### config.mk
export PLATFORM = sky130hd
export DESIGN_NAME = scan_engine_host_control
export DESIGN_NICKNAME = d
export VERILOG_FILES = /design/src/scan_engine_pkg.sv /design/src/uart_if.sv /design/src/scan_engine_host_control.sv /design/src/trig_qual.sv /design/src/serial_port.sv
export SDC_FILE = /design/constraint.sdc
export NUM_CORES = 1
export LEC_CHECK = 0
export BUFFER_PORTS_ARGS = -buffer_cell sky130_fd_sc_hd__buf_4
export CORE_ASPECT_RATIO = 0.75
export CORE_UTILIZATION = 30
export DETAILED_ROUTE_END_ITERATION = 12
export PLACE_DENSITY = 0.44
export SLEW_MARGIN = 20
export SYNTH_ARGS = -nofsm -noshare
export SYNTH_HDL_FRONTEND = slang
export SYNTH_HIERARCHICAL = 1
export SYNTH_SLANG_ARGS = --single-unit
### constraint.sdc
create_clock -name clk -period 50.7 [get_ports clk]
set_input_delay 0 -clock clk [delete_from_list [all_inputs] [get_ports clk]]
set_output_delay 0 -clock clk [all_outputs]
set_load 0.05 [all_outputs]
### src/scan_engine_pkg.sv
// constants, types and register map of the scan engine host control block
package scan_engine_pkg;

    // -------------------------------------------------------------------
    // clock and timing
    // -------------------------------------------------------------------
    localparam int CLK_KHZ       = 200_000;
    localparam int TRIG_MIN_MS   = 10;
    localparam int TRIG_MIN_CYC  = TRIG_MIN_MS * CLK_KHZ;
    localparam int GOOD_READ_MS  = 300;
    localparam int GOOD_READ_CYC = GOOD_READ_MS * CLK_KHZ;
    localparam int BEEP_MS       = 100;
    localparam int BEEP_CYC      = BEEP_MS * CLK_KHZ;
    localparam int BEEP_TONE_HZ  = 2700;
    localparam int BEEP_HALF_CYC = (CLK_KHZ * 500) / BEEP_TONE_HZ;
    localparam int CNT_W         = 27;
    localparam int DIV_W         = 18;

    // -------------------------------------------------------------------
    // serial framing and baud table
    // -------------------------------------------------------------------
    localparam int DATA_BITS  = 8;
    localparam int FRAME_BITS = DATA_BITS + 2;
    localparam int BAUD_TABLE [0:7] = '{1200, 2400, 4800, 9600, 19200, 38400, 57600, 115200};
    localparam logic [2:0] BAUD_SEL_RESET = 3'h3;

    // -------------------------------------------------------------------
    // register map
    // -------------------------------------------------------------------
    localparam logic [7:0] ADDR_CTRL     = 8'h00;
    localparam logic [7:0] ADDR_STATUS   = 8'h04;
    localparam logic [7:0] ADDR_TXDATA   = 8'h08;
    localparam logic [7:0] ADDR_RXDATA   = 8'h0C;
    localparam logic [7:0] ADDR_IRQ_STAT = 8'h10;
    localparam logic [7:0] ADDR_IRQ_MASK = 8'h14;

    localparam int CTRL_BAUD_LSB = 0;
    localparam int CTRL_LP_BIT   = 3;
    localparam int CTRL_BEEP_BIT = 4;

    localparam int STAT_STATE_LSB = 0;
    localparam int STAT_LP_BIT    = 4;
    localparam int STAT_TXBSY_BIT = 5;
    localparam int STAT_RXFUL_BIT = 6;

    localparam int IRQ_W         = 4;
    localparam int IRQ_START_BIT = 0;
    localparam int IRQ_GOOD_BIT  = 1;
    localparam int IRQ_ABORT_BIT = 2;
    localparam int IRQ_RX_BIT    = 3;
    localparam logic [IRQ_W-1:0] IRQ_MASK_RESET = 4'h0;

    typedef enum logic [3:0] {
        ST_IDLE  = 4'h1,
        ST_SCAN  = 4'h2,
        ST_HOLD  = 4'h4,
        ST_SLEEP = 4'h8
    } session_state_t;

    function automatic logic [DIV_W-1:0] baud_div(input logic [2:0] sel);
        baud_div = DIV_W'((CLK_KHZ * 1000) / BAUD_TABLE[sel]);
    endfunction

endpackage

### src/uart_if.sv
// byte stream and baud setting between the control core and the serial port
`timescale 1ns/1ps
`default_nettype none
interface uart_if import scan_engine_pkg::*; ();
    logic [DIV_W-1:0] baud_div;
    logic             tx_valid;
    logic             tx_ready;
    logic [7:0]       tx_data;
    logic             rx_valid;
    logic [7:0]       rx_data;

    modport ctrl (output baud_div, tx_valid, tx_data, input tx_ready, rx_valid, rx_data);
    modport port (input baud_div, tx_valid, tx_data, output tx_ready, rx_valid, rx_data);
endinterface
`default_nettype wire

### src/scan_engine_host_control.sv
// scan engine host control: trigger sessions, serial port, indicators, registers
//
// Operation
// RULE1 - trigger low ten ms starts session
// RULE2 - after good decode, wait for release
// RULE3 - release during scan aborts decoding at once
// RULE4 - only fresh trigger assertion starts new session
// RULE5 - host spaces triggers over fifty ms
// RULE6 - good read output high 300 ms
// RULE7 - low power flag high while sleeping
// RULE8 - wake input behaves exactly like trigger
// RULE9 - baud selectable from 1200 to 115200
// RULE10 - no hardware or software flow control
// RULE11 - reset default 9600 baud, 8N1
// RULE12 - beeper pwm for power-up and good read
// RULE13 - standard async framing, lsb first
// RULE14 - synchronise triggers, count low time
//
// The register addresses and strobed register access were chosen for this implementation.
`timescale 1ns/1ps
`default_nettype none
module scan_engine_host_control import scan_engine_pkg::*; #(
    parameter logic [CNT_W-1:0] TRIG_MIN_CYC_P  = CNT_W'(TRIG_MIN_CYC),
    parameter logic [CNT_W-1:0] GOOD_READ_CYC_P = CNT_W'(GOOD_READ_CYC),
    parameter logic [CNT_W-1:0] BEEP_CYC_P      = CNT_W'(BEEP_CYC)
) (
    input  wire logic        clk,
    input  wire logic        rst_n,
    input  wire logic        ce,
    input  wire logic [7:0]  reg_addr,
    input  wire logic [31:0] reg_wdata,
    input  wire logic        reg_wr,
    input  wire logic        reg_rd,
    output var  logic [31:0] reg_rdata,
    input  wire logic        scan_trigger_n,
    input  wire logic        wake_n,
    input  wire logic        decode_good,
    output var  logic        scan_active,
    output var  logic        scan_abort,
    input  wire logic        serial_rx,
    output var  logic        serial_tx,
    output var  logic        low_power_flag_out,
    output var  logic        beeper_pwm_out,
    output var  logic        good_read_out,
    output var  logic        irq
);
    // -------------------------------------------------------------------
    // state
    // -------------------------------------------------------------------
    typedef struct packed {
        session_state_t   st;
        logic             armed;
        logic             abort_p;
        logic [2:0]       baud_sel;
        logic             lp_req;
        logic [CNT_W-1:0] gr_cnt;
        logic [CNT_W-1:0] beep_cnt;
        logic [DIV_W-1:0] tone_cnt;
        logic             tone;
        logic [IRQ_W-1:0] irq_stat;
        logic [IRQ_W-1:0] irq_mask;
        logic [31:0]      rdata;
        logic             tx_valid;
        logic [7:0]       tx_data;
        logic [7:0]       rx_byte;
        logic             rx_full;
    } core_t;

    core_t s_reg;
    core_t s_next;

    uart_if u ();

    logic trig_q;
    logic wake_q;
    logic trig_act;
    logic good_acc;
    logic start_ev;
    logic [IRQ_W-1:0] irq_set;
    logic [IRQ_W-1:0] irq_clr;

    // -------------------------------------------------------------------
    // trigger qualifiers
    // -------------------------------------------------------------------
    trig_qual #(.MIN_CYC(TRIG_MIN_CYC_P)) trig_q_i (
        .clk      (clk),
        .rst_n    (rst_n),
        .ce       (ce),
        .pin_n    (scan_trigger_n),
        .asserted (trig_q)
    );

    trig_qual #(.MIN_CYC(TRIG_MIN_CYC_P)) wake_q_i (
        .clk      (clk),
        .rst_n    (rst_n),
        .ce       (ce),
        .pin_n    (wake_n),
        .asserted (wake_q)
    );

    // wake acts as a second trigger source
    assign trig_act = trig_q | wake_q;                             // [RULE8]

    // -------------------------------------------------------------------
    // serial port
    // -------------------------------------------------------------------
    serial_port port_i (
        .clk       (clk),
        .rst_n     (rst_n),
        .ce        (ce),
        .u         (u.port),
        .serial_rx (serial_rx),
        .serial_tx (serial_tx)
    );

    assign u.baud_div = baud_div(s_reg.baud_sel);                  // [RULE9]
    assign u.tx_valid = s_reg.tx_valid;
    assign u.tx_data  = s_reg.tx_data;

    // -------------------------------------------------------------------
    // next state
    // -------------------------------------------------------------------
    assign good_acc = (s_reg.st == ST_SCAN) && trig_act && decode_good;
    assign start_ev = trig_act && ((s_reg.st == ST_SLEEP) || ((s_reg.st == ST_IDLE) && s_reg.armed));

    always_comb begin
        s_next          = s_reg;
        s_next.abort_p  = 1'b0;
        s_next.tx_valid = 1'b0;
        s_next.rdata    = '0;
        irq_set         = '0;
        irq_clr         = '0;

        if (!trig_act) begin
            s_next.armed = 1'b1;                                   // [RULE4]
        end

        unique case (s_reg.st)
            ST_IDLE: begin
                if (trig_act && s_reg.armed) begin
                    s_next.st    = ST_SCAN;                        // [RULE1]
                    s_next.armed = 1'b0;                           // [RULE4]
                end else if (s_reg.lp_req && !trig_act) begin
                    s_next.st = ST_SLEEP;                          // [RULE7]
                end
            end
            ST_SCAN: begin
                if (!trig_act) begin
                    s_next.st      = ST_IDLE;                      // [RULE3]
                    s_next.abort_p = 1'b1;
                end else if (decode_good) begin
                    s_next.st = ST_HOLD;                           // [RULE2]
                end
            end
            ST_HOLD: begin
                if (!trig_act) begin
                    s_next.st = ST_IDLE;                           // [RULE2]
                end
            end
            ST_SLEEP: begin
                if (trig_act) begin
                    s_next.st     = ST_SCAN;                       // [RULE8]
                    s_next.armed  = 1'b0;
                    s_next.lp_req = 1'b0;
                end
            end
            default: begin
                s_next.st = ST_IDLE;
            end
        endcase

        // good read indicator and beeper
        if (good_acc) begin
            s_next.gr_cnt = GOOD_READ_CYC_P;                       // [RULE6]
        end else if (s_reg.gr_cnt != '0) begin
            s_next.gr_cnt = s_reg.gr_cnt - 1'b1;
        end
        if (good_acc || (reg_wr && reg_addr == ADDR_CTRL && reg_wdata[CTRL_BEEP_BIT])) begin
            s_next.beep_cnt = BEEP_CYC_P;                          // [RULE12]
        end else if (s_reg.beep_cnt != '0) begin
            s_next.beep_cnt = s_reg.beep_cnt - 1'b1;
        end
        if (s_reg.beep_cnt == '0) begin
            s_next.tone     = 1'b0;
            s_next.tone_cnt = '0;
        end else if (s_reg.tone_cnt == DIV_W'(BEEP_HALF_CYC - 1)) begin
            s_next.tone     = !s_reg.tone;                         // [RULE12]
            s_next.tone_cnt = '0;
        end else begin
            s_next.tone_cnt = s_reg.tone_cnt + 1'b1;
        end

        // received bytes overwrite, there is no way to pause the host
        if (u.rx_valid) begin
            s_next.rx_byte = u.rx_data;                            // [RULE10]
            s_next.rx_full = 1'b1;
        end

        // register writes
        if (reg_wr) begin
            unique case (reg_addr)
                ADDR_CTRL: begin
                    s_next.baud_sel = reg_wdata[CTRL_BAUD_LSB +: 3];   // [RULE9]
                    s_next.lp_req   = reg_wdata[CTRL_LP_BIT];
                end
                ADDR_TXDATA: begin
                    s_next.tx_valid = u.tx_ready;                  // [RULE10]
                    s_next.tx_data  = reg_wdata[7:0];
                end
                ADDR_IRQ_STAT: irq_clr = reg_wdata[IRQ_W-1:0];
                ADDR_IRQ_MASK: s_next.irq_mask = reg_wdata[IRQ_W-1:0];
                default: ;
            endcase
        end

        // register reads, data valid in the following cycle only
        if (reg_rd) begin
            unique case (reg_addr)
                ADDR_CTRL:     s_next.rdata = 32'({s_reg.lp_req, s_reg.baud_sel});
                ADDR_STATUS:   s_next.rdata = 32'({s_reg.rx_full, !u.tx_ready,
                                                   s_reg.st == ST_SLEEP, s_reg.st});
                ADDR_RXDATA: begin
                    s_next.rdata   = 32'(s_reg.rx_byte);
                    s_next.rx_full = u.rx_valid;
                end
                ADDR_IRQ_STAT: s_next.rdata = 32'(s_reg.irq_stat);
                ADDR_IRQ_MASK: s_next.rdata = 32'(s_reg.irq_mask);
                default:       s_next.rdata = '0;
            endcase
        end

        // sticky interrupt status, a new event wins over a clear
        irq_set[IRQ_START_BIT] = start_ev;
        irq_set[IRQ_GOOD_BIT]  = good_acc;
        irq_set[IRQ_ABORT_BIT] = (s_reg.st == ST_SCAN) && !trig_act;
        irq_set[IRQ_RX_BIT]    = u.rx_valid;
        s_next.irq_stat        = (s_reg.irq_stat & ~irq_clr) | irq_set;
    end

    always_ff @(posedge clk or negedge rst_n) begin
        if (!rst_n) begin
            s_reg <= '{st: ST_IDLE, baud_sel: BAUD_SEL_RESET, beep_cnt: BEEP_CYC_P,
                       irq_mask: IRQ_MASK_RESET, default: '0};     // [RULE11]
        end else if (ce) begin
            s_reg <= s_next;
        end
    end

    // -------------------------------------------------------------------
    // outputs
    // -------------------------------------------------------------------
    assign reg_rdata          = s_reg.rdata;
    assign scan_active        = (s_reg.st == ST_SCAN);
    assign scan_abort         = s_reg.abort_p;
    assign low_power_flag_out = (s_reg.st == ST_SLEEP);            // [RULE7]
    assign beeper_pwm_out     = s_reg.tone;
    assign good_read_out      = (s_reg.gr_cnt != '0);              // [RULE6]
    assign irq                = |(s_reg.irq_stat & s_reg.irq_mask);
endmodule
`default_nettype wire

### src/trig_qual.sv
// synchroniser and minimum-low-time qualifier for an active-low trigger pin
`timescale 1ns/1ps
`default_nettype none
module trig_qual import scan_engine_pkg::*; #(
    parameter logic [CNT_W-1:0] MIN_CYC = CNT_W'(TRIG_MIN_CYC)
) (
    input  wire logic clk,
    input  wire logic rst_n,
    input  wire logic ce,
    input  wire logic pin_n,
    output var  logic asserted
);
    typedef struct packed {
        logic             s1;
        logic             s2;
        logic [CNT_W-1:0] cnt;
        logic             asserted;
    } qual_t;

    qual_t s_reg;
    qual_t s_next;

    always_comb begin
        s_next    = s_reg;
        s_next.s1 = pin_n;
        s_next.s2 = s_reg.s1;
        if (s_reg.s2) begin
            s_next.cnt      = '0;                                  // [RULE3]
            s_next.asserted = 1'b0;
        end else if (s_reg.cnt < MIN_CYC - 1'b1) begin
            s_next.cnt = s_reg.cnt + 1'b1;                         // [RULE14]
        end else begin
            s_next.asserted = 1'b1;                                // [RULE1]
        end
    end

    always_ff @(posedge clk or negedge rst_n) begin
        if (!rst_n) begin
            s_reg <= '{s1: 1'b1, s2: 1'b1, cnt: '0, asserted: 1'b0};
        end else if (ce) begin
            s_reg <= s_next;
        end
    end

    assign asserted = s_reg.asserted;
endmodule
`default_nettype wire

### src/serial_port.sv
// asynchronous serial transmitter and receiver, 8 data bits, no parity, 1 stop
`timescale 1ns/1ps
`default_nettype none
module serial_port import scan_engine_pkg::*; (
    input  wire logic clk,
    input  wire logic rst_n,
    input  wire logic ce,
    uart_if.port      u,
    input  wire logic serial_rx,
    output var  logic serial_tx
);
    typedef struct packed {
        logic [DIV_W-1:0] tx_cnt;
        logic [3:0]       tx_bits;
        logic [9:0]       tx_sh;
        logic             tx_busy;
        logic             tx_line;
        logic [DIV_W-1:0] rx_cnt;
        logic [3:0]       rx_bits;
        logic [7:0]       rx_sh;
        logic             rx_busy;
        logic             rx_in;
        logic             rx_prev;
        logic             rx_valid;
        logic [7:0]       rx_data;
    } port_t;

    port_t s_reg;
    port_t s_next;

    always_comb begin
        s_next          = s_reg;
        s_next.rx_in    = serial_rx;
        s_next.rx_prev  = s_reg.rx_in;
        s_next.rx_valid = 1'b0;
        // transmitter: start bit, data lsb first, stop bit
        if (!s_reg.tx_busy && u.tx_valid) begin
            s_next.tx_sh   = {1'b1, u.tx_data, 1'b0};              // [RULE13]
            s_next.tx_busy = 1'b1;
            s_next.tx_cnt  = '0;
            s_next.tx_bits = '0;
            s_next.tx_line = 1'b0;
        end else if (s_reg.tx_busy) begin
            if (s_reg.tx_cnt == u.baud_div - 1'b1) begin
                s_next.tx_cnt = '0;
                if (s_reg.tx_bits == 4'(FRAME_BITS - 1)) begin
                    s_next.tx_busy = 1'b0;
                    s_next.tx_line = 1'b1;
                end else begin
                    s_next.tx_bits = s_reg.tx_bits + 1'b1;
                    s_next.tx_sh   = {1'b1, s_reg.tx_sh[9:1]};
                    s_next.tx_line = s_reg.tx_sh[1];
                end
            end else begin
                s_next.tx_cnt = s_reg.tx_cnt + 1'b1;
            end
        end
        // receiver: sample each bit in its middle
        if (!s_reg.rx_busy) begin
            if (s_reg.rx_prev && !s_reg.rx_in) begin
                s_next.rx_busy = 1'b1;
                s_next.rx_cnt  = u.baud_div >> 1;
                s_next.rx_bits = '0;
            end
        end else if (s_reg.rx_cnt == u.baud_div - 1'b1) begin
            s_next.rx_cnt  = '0;
            s_next.rx_bits = s_reg.rx_bits + 1'b1;
            if (s_reg.rx_bits == 4'h0) begin
                s_next.rx_busy = !s_reg.rx_in;
            end else if (s_reg.rx_bits == 4'(FRAME_BITS - 1)) begin
                s_next.rx_busy  = 1'b0;
                s_next.rx_valid = s_reg.rx_in;
                s_next.rx_data  = s_reg.rx_sh;
            end else begin
                s_next.rx_sh = {s_reg.rx_in, s_reg.rx_sh[7:1]};    // [RULE13]
            end
        end else begin
            s_next.rx_cnt = s_reg.rx_cnt + 1'b1;
        end
    end

    always_ff @(posedge clk or negedge rst_n) begin
        if (!rst_n) begin
            s_reg <= '{tx_line: 1'b1, tx_sh: 10'h3FF, rx_in: 1'b1, rx_prev: 1'b1, default: '0};
        end else if (ce) begin
            s_reg <= s_next;
        end
    end

    assign serial_tx  = s_reg.tx_line;
    assign u.tx_ready = !s_reg.tx_busy;                            // [RULE10]
    assign u.rx_valid = s_reg.rx_valid;
    assign u.rx_data  = s_reg.rx_data;
endmodule
`default_nettype wire

Yosys cells after proc, flatten, opt, wreduce, memory -nomap -nowiden
Memory sizes are Yosys's and may differ from the RTL's.
Index checks and enable logic that the tools add are counted.
- register bits after elaboration: 277
- output and inout bits: 39
- word-level logic and storage cells: 193
- bits in read-only memories: 256
- memories: 1
- eq/ne operators: 22
- bitwise gates (word level): 8
- div/mod/pow operators: 1
- $add $sub $neg: 10
- mux-type cells: 61
- reductions and logical operators: 50
- order comparisons: 3
- memories (memory ; depth ; bits a word ; rd ports ; clocked after memory_dff ; wr ports ; RTL line ; source):
    (name not given) ; 8 ; 32 ; 1 ; 0 ; 0 ; scan_engine_pkg.sv:61 ; baud_div = DIV_W'((CLK_KHZ * 1000) / BAUD_TABLE[sel]);
- operators by type and width (cell ; count):
    $mux 27 ; 6
    $mux 34 ; 2
    $mux 32 ; 2
    $mux 28 ; 2
    $add 18x1->18 const B ; 3
    $add 27x1->27 const B ; 2
    $lt 27x21->1 const B ; 2
    $mux 18 ; 3
    $mux 9 ; 6
    $reduce_bool 27->1 ; 2
    $sub 27x1->27 const B ; 2
    $mux 22 ; 2
    $pmux 8 s5 ; 1
    $eq 18x18->1 ; 2
    $div 29x32->32 const A ; 1
    $mux 4 ; 7
    $logic_not 27->1 ; 1
    $mux 8 ; 3
    $mux 1 ; 20
    $reduce_and 2->1 ; 10
    $mux 19 ; 1
    $eq 18x16->1 const B ; 1
    $sub 18x1->18 const B ; 1
    $eq 8x4->1 const B ; 2
    34 further kinds ; 71

Longest topological paths before layout
Gate-level depths: netlist of the first run.
- word-level depth: 10
- gate-level depth with buffers: 310

Cells and area by module
The synthesis of the first run kept the hierarchy.
- by module, submodules not included (module ; cells each ; area each (sq um) ; seq. area each (sq um) ; instances):
    scan_engine_host_control ; 3130 ; 22731.8 ; 2941.6 ; 1
    serial_port ; 623 ; 5352.6 ; 1891.8 ; 1
    trig_qual ; 171 ; 1651.6 ; 753.2 ; 2

Worst setup path after synthesis of the first run
No wires, ideal clock.
- path type: reg-to-reg
- start: register s_reg[133] (netlist name)
- end: register port_i/s_reg[12] (netlist bit)
- buffers on the path: 33
- arrival: 54.985 ns
- period minus slack after synthesis: 55.110 ns
- library setup time: 0.125 ns
- slack: -4.410 ns
- stages on the path, launching flop included: 293
- path through: dfstp_2 -> or2_2 -> clkbuf_1 -> clkbuf_1 -> clkbuf_1 -> buf_1 -> buf_1 -> buf_1 -> ha_1 -> and3_1 -> ha_1 -> a21o_1 -> a221oi_1 -> o22ai_1 -> ha_1 -> or4_1 -> a2111oi_0 -> nor2_1 -> [... 257 more ...] -> o21a_1 -> nand3b_1 -> a21oi_1 -> nand4b_1 -> a2111oi_2 -> o211ai_1 -> clkbuf_1 -> inv_1 -> ha_1 -> or4b_2 -> or4_1 -> xnor2_1 -> a2111o_1 -> a2111oi_2 -> nand4b_1 -> buf_2 -> nor4_4 -> mux2_2
- RTL lines (item ; RTL line ; source):
    to (signal assigned) ; serial_port.sv:86 ; s_reg <= s_next;
    to (decl) ; serial_port.sv:28 ; port_t s_reg;

==> flow_summary.toml, run 1 <==
[global_routing]
grt_max_degree = 152
antenna_found_initial = 0
grt_pass1_wl_microns = 180000
grt_pass1_vias = 30200
grt_usage_pct = 21.3
grt_overflow = 0

[clocking]
cts_buffers = 26
clk_pin_slew_worst_paths_ps = 70
cts.sinks = 252
htreeDepth = 1
clock_path_buffers = 3
cts-root-buf = "clkbuf_16"
clk-insertion-delay-late_ps = 570
cts_tree = "built"

[timing]
slew_violations = 0
finalClockSkew_ps = 20.2
fin_ws_ps = 2180
slew_headroom_pct = 32.1
timing.final.crit_share_pct = 95.7
hold_viol_final = 0
setup_violations = 0
fmax_mhz = 20.6
post-route-min-period_ps = 48520
timing.hold.ws_ps = 45.5
worst_pin_slew_ps = 993

[yosys]
syn-mean-instance-area_sq_um = 7.66
ys_ff_latch = 252
synthCells = 4095
synth_top_family_by_area = "simple AND/OR/NAND/NOR gates"
yosysSeqAreaShare_pct = 20.2
synthDominantCellAreaShare_pct = 17.9
synth_common_cells = "409 x nand2_1, 340 x nor2_1, 317 x a21oi_1"
async_flop_share_pct = 100
synthDistinctLibCells = 133
synthTopCellsByArea = "dfrtp_1 18%, ha_1 9.1%, a21oi_1 5.1%"
synth_compound_area_share_pct = 26.4
ys_warn_count = 6
synth_mux_area_share_pct = 4.65
synth-xor-area-share_pct = 7.29
synthSimpleGateAreaFrac_pct = 27.1
yosysMostFrequentCell = "nand2_1"
synth_edf_count = 0
synth_adder_area_share_pct = 9.19
ys.flop_type = "dfrtp_1"
syn-cell-area_sq_um = 31400
yosys.area.top_type = "dfrtp_1"

[place]
gp_congestion = 0.906
pre_cts_slack_ps = 509
dp.final_hpwl_microns = 88900
io_buffer_count = 39

[critical_path]
critPathSlowestCell = "dfstp_2"
timing.rr.start = "s_reg[133]$_DFFE_PN1P_"
worstRegToRegCells = 270
max_stage_delay_ps = 560
arrival_ps = 48960
path_buf_inv = 26
crit_family = "compound AO/OA/AOI/OAI gates"
reg2reg_to = "port_i/u.rx_data[0]$_DFFE_PN0P_"
ff2ff_setup_slack_ps = 2180
crit_path_start_kind = "flop"
crit_fanout = 13
worstSetupEndpointType = "flop"
required_ps = 51150
worst-setup-path-type = "reg2reg"

[run_status]
status = "finished, final reports clean"

[die]
die_w_microns = 375
die-area_sq_um = 106000
coreArea_sq_um = 104000
start_util_pct = 30.3
die_y_microns = 282
ios = 88
fp-row-count = 102

[layout]
drive_gt1_share_pct = 26.7
largest_reg_flops = 98
area_growth_pct = 29.5
fin_nets = 5021
nFillCells = 10800

[drt]
vias = 33200
wire_per_inst_microns = 19.1
viasPerCell = 5.38
drcViolationCount = 0
firstDrtPassIters = 6
drt_iter0_drc = 2944
ant_nets = 0
routed_wirelength_microns = 118000

[worst_hold_path]
hp-class = "in2async"

[run]
maxCapViolCount = 0
==> layer usage <==
metal	part of all wire, %	global-route usage [%]	wire (microns)
met5	0	0	0
met2	39	29.6	46100
met1	54	34.3	63900
met4	1.1	2.62	1260
met3	5.4	3.20	6400
==> worst max path at each step <==
stage | slack, ps | cells past startpoint | startpoint | to
3_3_place_gp | 620 | 266 | s_reg[133]$_DFFE_PN1P_ | port_i/u.rx_data[5]$_DFFE_PN0P_
2_1_floorplan | 30 | 292 | s_reg[133]$_DFFE_PN1P_ | port_i/s_reg[12]$_DFFE_PN0P_
5_1_grt | -400 | 277 | s_reg[132]$_DFFE_PN1P_ | port_i/u.rx_data[0]$_DFFE_PN0P_
6_report | 2180 | 270 | s_reg[133]$_DFFE_PN1P_ | port_i/u.rx_data[0]$_DFFE_PN0P_
3_5_place_dp | 510 | 271 | s_reg[133]$_DFFE_PN1P_ | port_i/u.rx_data[6]$_DFFE_PN0P_
4_1_cts | 180 | 269 | s_reg[133]$_DFFE_PN1P_ | port_i/u.rx_data[5]$_DFFE_PN0P_
==> what timing repair did <==
item	in CTS	in global routing
buffers inserted	0	48
hold buffers	25	0
gates resized for setup	0	199
endpoints found under the setup margin	0	73
endpoints found under the hold margin	151	0
==> cells in the final DEF (no fill, tap or decap), types with 22 or more instances in the layout <==
master / count
xor2_1: 97
buf_4: 767
a21o_1: 106
o31ai_1: 30
nand3_1: 139
mux2_4: 25
or4_1: 31
o21ai_0: 197
dlygate4sd3_1: 25
nor3b_1: 24
or3_1: 62
o22ai_1: 22
nor4_1: 42
o21a_1: 52
or2_2: 28
a21oi_1: 276
nand2_1: 401
o21bai_1: 22
a211o_1: 27
a31oi_1: 41
nor2b_1: 50
nor3_1: 121
and2_1: 42
conb_1: 26
xnor2_1: 158
ha_1: 205
mux2i_1: 44
nor2_1: 324
mux2_2: 57
dfstp_2: 27
nand2b_1: 68
a21oi_2: 38
inv_1: 125
nand4_1: 74
o211ai_1: 54
clkbuf_16: 27
dfrtp_1: 224
o21ai_1: 36
and3_1: 57
==> layout make-up <==
| class | count | area (sq um) | area share, % |
|---|---|---|---|
| Tap cell | 1404 | 1760 | 4.32 |
| Multi-Input combinational cell | 3500 | 24800 | 60.9 |
| Antenna cell | 1 | 2.50 | 0.00616 |
| Timing Repair Buffer | 813 | 6320 | 15.5 |
| Clock inverter | 13 | 160 | 0.394 |
| Inverter | 149 | 567 | 1.39 |
| Sequential cell | 252 | 6340 | 15.6 |
| Clock buffer | 35 | 736 | 1.81 |
==> cell families after synthesis <==
| kind of cell | Yosys count |
|---|---|
| AND/OR/NAND/NOR | 1637 |
| AO/OA/AOI/OAI | 1218 |
| buffers and inverters | 368 |
| XOR/XNOR | 258 |
| flip-flops | 252 |
| adder cells (fa/ha/maj) | 230 |
| multiplexers | 131 |
| other | 1 |
==> per-stage QoR <==
step | cells | TNS [ps] | instance area (sq um) | util [%]
detailed placement | 6046 | 0 | 38300 | 37.0
floorplan | 4120 | 0 | 32100 | -
global route | 6166 | -9830 | 40700 | 39.3
CTS | 6119 | 0 | 39400 | 38.1
global placement | 6046 | 0 | 38300 | 37.0
finish | 6167 | 0 | 40700 | 39.3
Power of run 1 is left out: the tool's default activity adds up to more than one toggle a clock period on the data nets, which glitch-free logic cannot reach.
==> inputs of run 2 (changes only) <==
PLACE_DENSITY = unset   (was 0.44)
PLACE_DENSITY_LB_ADDON = 0.1   (was unset)
==> flow_summary.toml, run 2 (same netlist as run 1, synthesis figures left out) <==
[layout]
layout_commonest_cell = "buf_4"
fin_nets = 5134
drive_gt1_share_pct = 28.4
fin_util_pct = 40.1
largest_reg_flops = 98
antenna_cells = 0
layout_common_cells = "884 x buf_4, 401 x nand2_1, 323 x nor2_1"
area_growth_pct = 32.1
stdcell_count = 6280

[critical_path]
max_stage_delay_ps = 540
crit_family = "compound AO/OA/AOI/OAI gates"
crit_path_start_kind = "flop"
arrival_ps = 48700
critPathSlowestCell = "dfstp_2"
crit_fanout = 15
worst-setup-path-type = "reg2reg"
path_buf_inv = 29
path_common_cell = "a21o_1"
required_ps = 51160
worstSetupEndpointType = "flop"

[timing]
post-route-min-period_ps = 48230
fin_ws_ps = 2470
setup_violations = 0
timing.final.crit_share_pct = 95.1
slew_headroom_pct = 23.6
worst_pin_slew_ps = 1140
fmax_mhz = 20.7
slew_violations = 0
hold_viol_final = 0
finalClockSkew_ps = 29.4
tns_ps = 0

[die]
coreArea_sq_um = 104000
fp-row-count = 102
die-area_sq_um = 106000
start_util_pct = 30.3
ios = 88
die_w_microns = 375
die_y_microns = 282

[global_routing]
grt_pass1_vias = 31300
grt_pass1_wl_microns = 188000
grt_max_degree = 158
grt_overflow = 0
grt_usage_pct = 22.2
antenna_found_initial = 2

[clocking]
clk-insertion-delay-late_ps = 580
cts-root-buf = "clkbuf_16"
cts_tree = "built"
clk_pin_slew_worst_paths_ps = 70
cts.sinks = 252
htreeDepth = 1
cts_buffers = 27
clock_path_buffers = 3

[run_status]
status = "finished, final reports clean"

[place]
place_inst = 6158
io_buffer_count = 39
dp.final_hpwl_microns = 92700
gp_congestion = 0.918
pre_cts_slack_ps = 752

[drt]
firstDrtPassIters = 5
drt_iter0_drc = 2887
wire_per_inst_microns = 19.4
drcViolationCount = 0
vias = 33900
viasPerCell = 5.40
routed_wirelength_microns = 122000
ant_nets = 0

[worst_hold_path]
hp-class = "in2async"

[run]
maxCapViolCount = 0
-- run 2: cell types whose count changed in the layout (fill, tap and decap cells not counted), moves of 3 or more --
cell        change
buf_4         +117
a21oi_2         +9
a21oi_1         -7
buf_6           -7
clkbuf_8        +5
o21ai_2         +4
a211oi_2        -3
and4_1          +3
clkinvlp_4      -3
nor3_1          -3
o21ai_0         -3
-- run 2: metal layers --
layer | track usage [%] | routed length [microns] | up-vias
met4 | 2.60 | 1730 | 2
met5 | 0 | 65 | -
met1 | 35.9 | 65100 | 16100
li1 | - | - | 16700
met3 | 2.72 | 7480 | 114
met2 | 31.4 | 47700 | 1015
-- run 2: layout make-up --
class	count	area, sq um
flip-flops and latches	252	6340
inverters	149	566
repair buffers	925	7140
multi-input cells	3500	24700
clock inverters	10	125
well taps	1404	1760
clock buffers	40	805
fillers	10600	62000
-- run 2: worst reg2reg max path, delay by kind of cell (launching register included) --
family                   cells  cell delay [ps]
AO/OA/AOI/OAI              106            18080
XOR/XNOR                     4              640
adder cells (fa/ha/maj)     28             7440
buffers and inverters       29             3620
flip-flops                   1              540
multiplexers                 8             2430
AND/OR/NAND/NOR             92            15390
-- run 2: timing repair --
item	in CTS	in global routing
endpoints found under the hold margin	147	0
gates resized for setup	0	190
setup buffers	0	46
endpoints found under the setup margin	0	73
hold buffers	25	0
-- run 2: through the flow --
step / instance area (sq um) / hold WS [ps]
3_3_place_gp: 39200 / 103
4_1_cts: 40300 / 65.7
6_report: 41500 / 54.8
2_1_floorplan: 32100 / -296
5_1_grt: 41500 / 110
3_5_place_dp: 39200 / 96.6
-- run 2: worst paths after layout --
| path | from | to | slack [ps] | depth (start not counted) |
|---|---|---|---|---|
| setup / recovery | s_reg[133]$_DFFE_PN1P_ | port_i/u.rx_data[4]$_DFFE_PN0P_ | 2470 | 267 |
| hold / removal | rst_n | port_i/s_reg[30]$_DFFE_PN0P_ | 50 | 2 |
| setup reg to reg | s_reg[133]$_DFFE_PN1P_ | port_i/u.rx_data[4]$_DFFE_PN0P_ | 2470 | 267 |
| hold reg to reg | s_reg[0]$_DFFE_PN0P_ | s_reg[0]$_DFFE_PN0P_ | 470 | 2 |
| max in group asynchronous | rst_n | trig_q_i/s_reg[23]$_DFFE_PN0P_ | 49170 | 3 |
| min in group clk | reg_addr[7] | u.tx_valid$_DFFE_PN0P_ | 200 | 6 |
Power of run 2 is left out for the same reason.
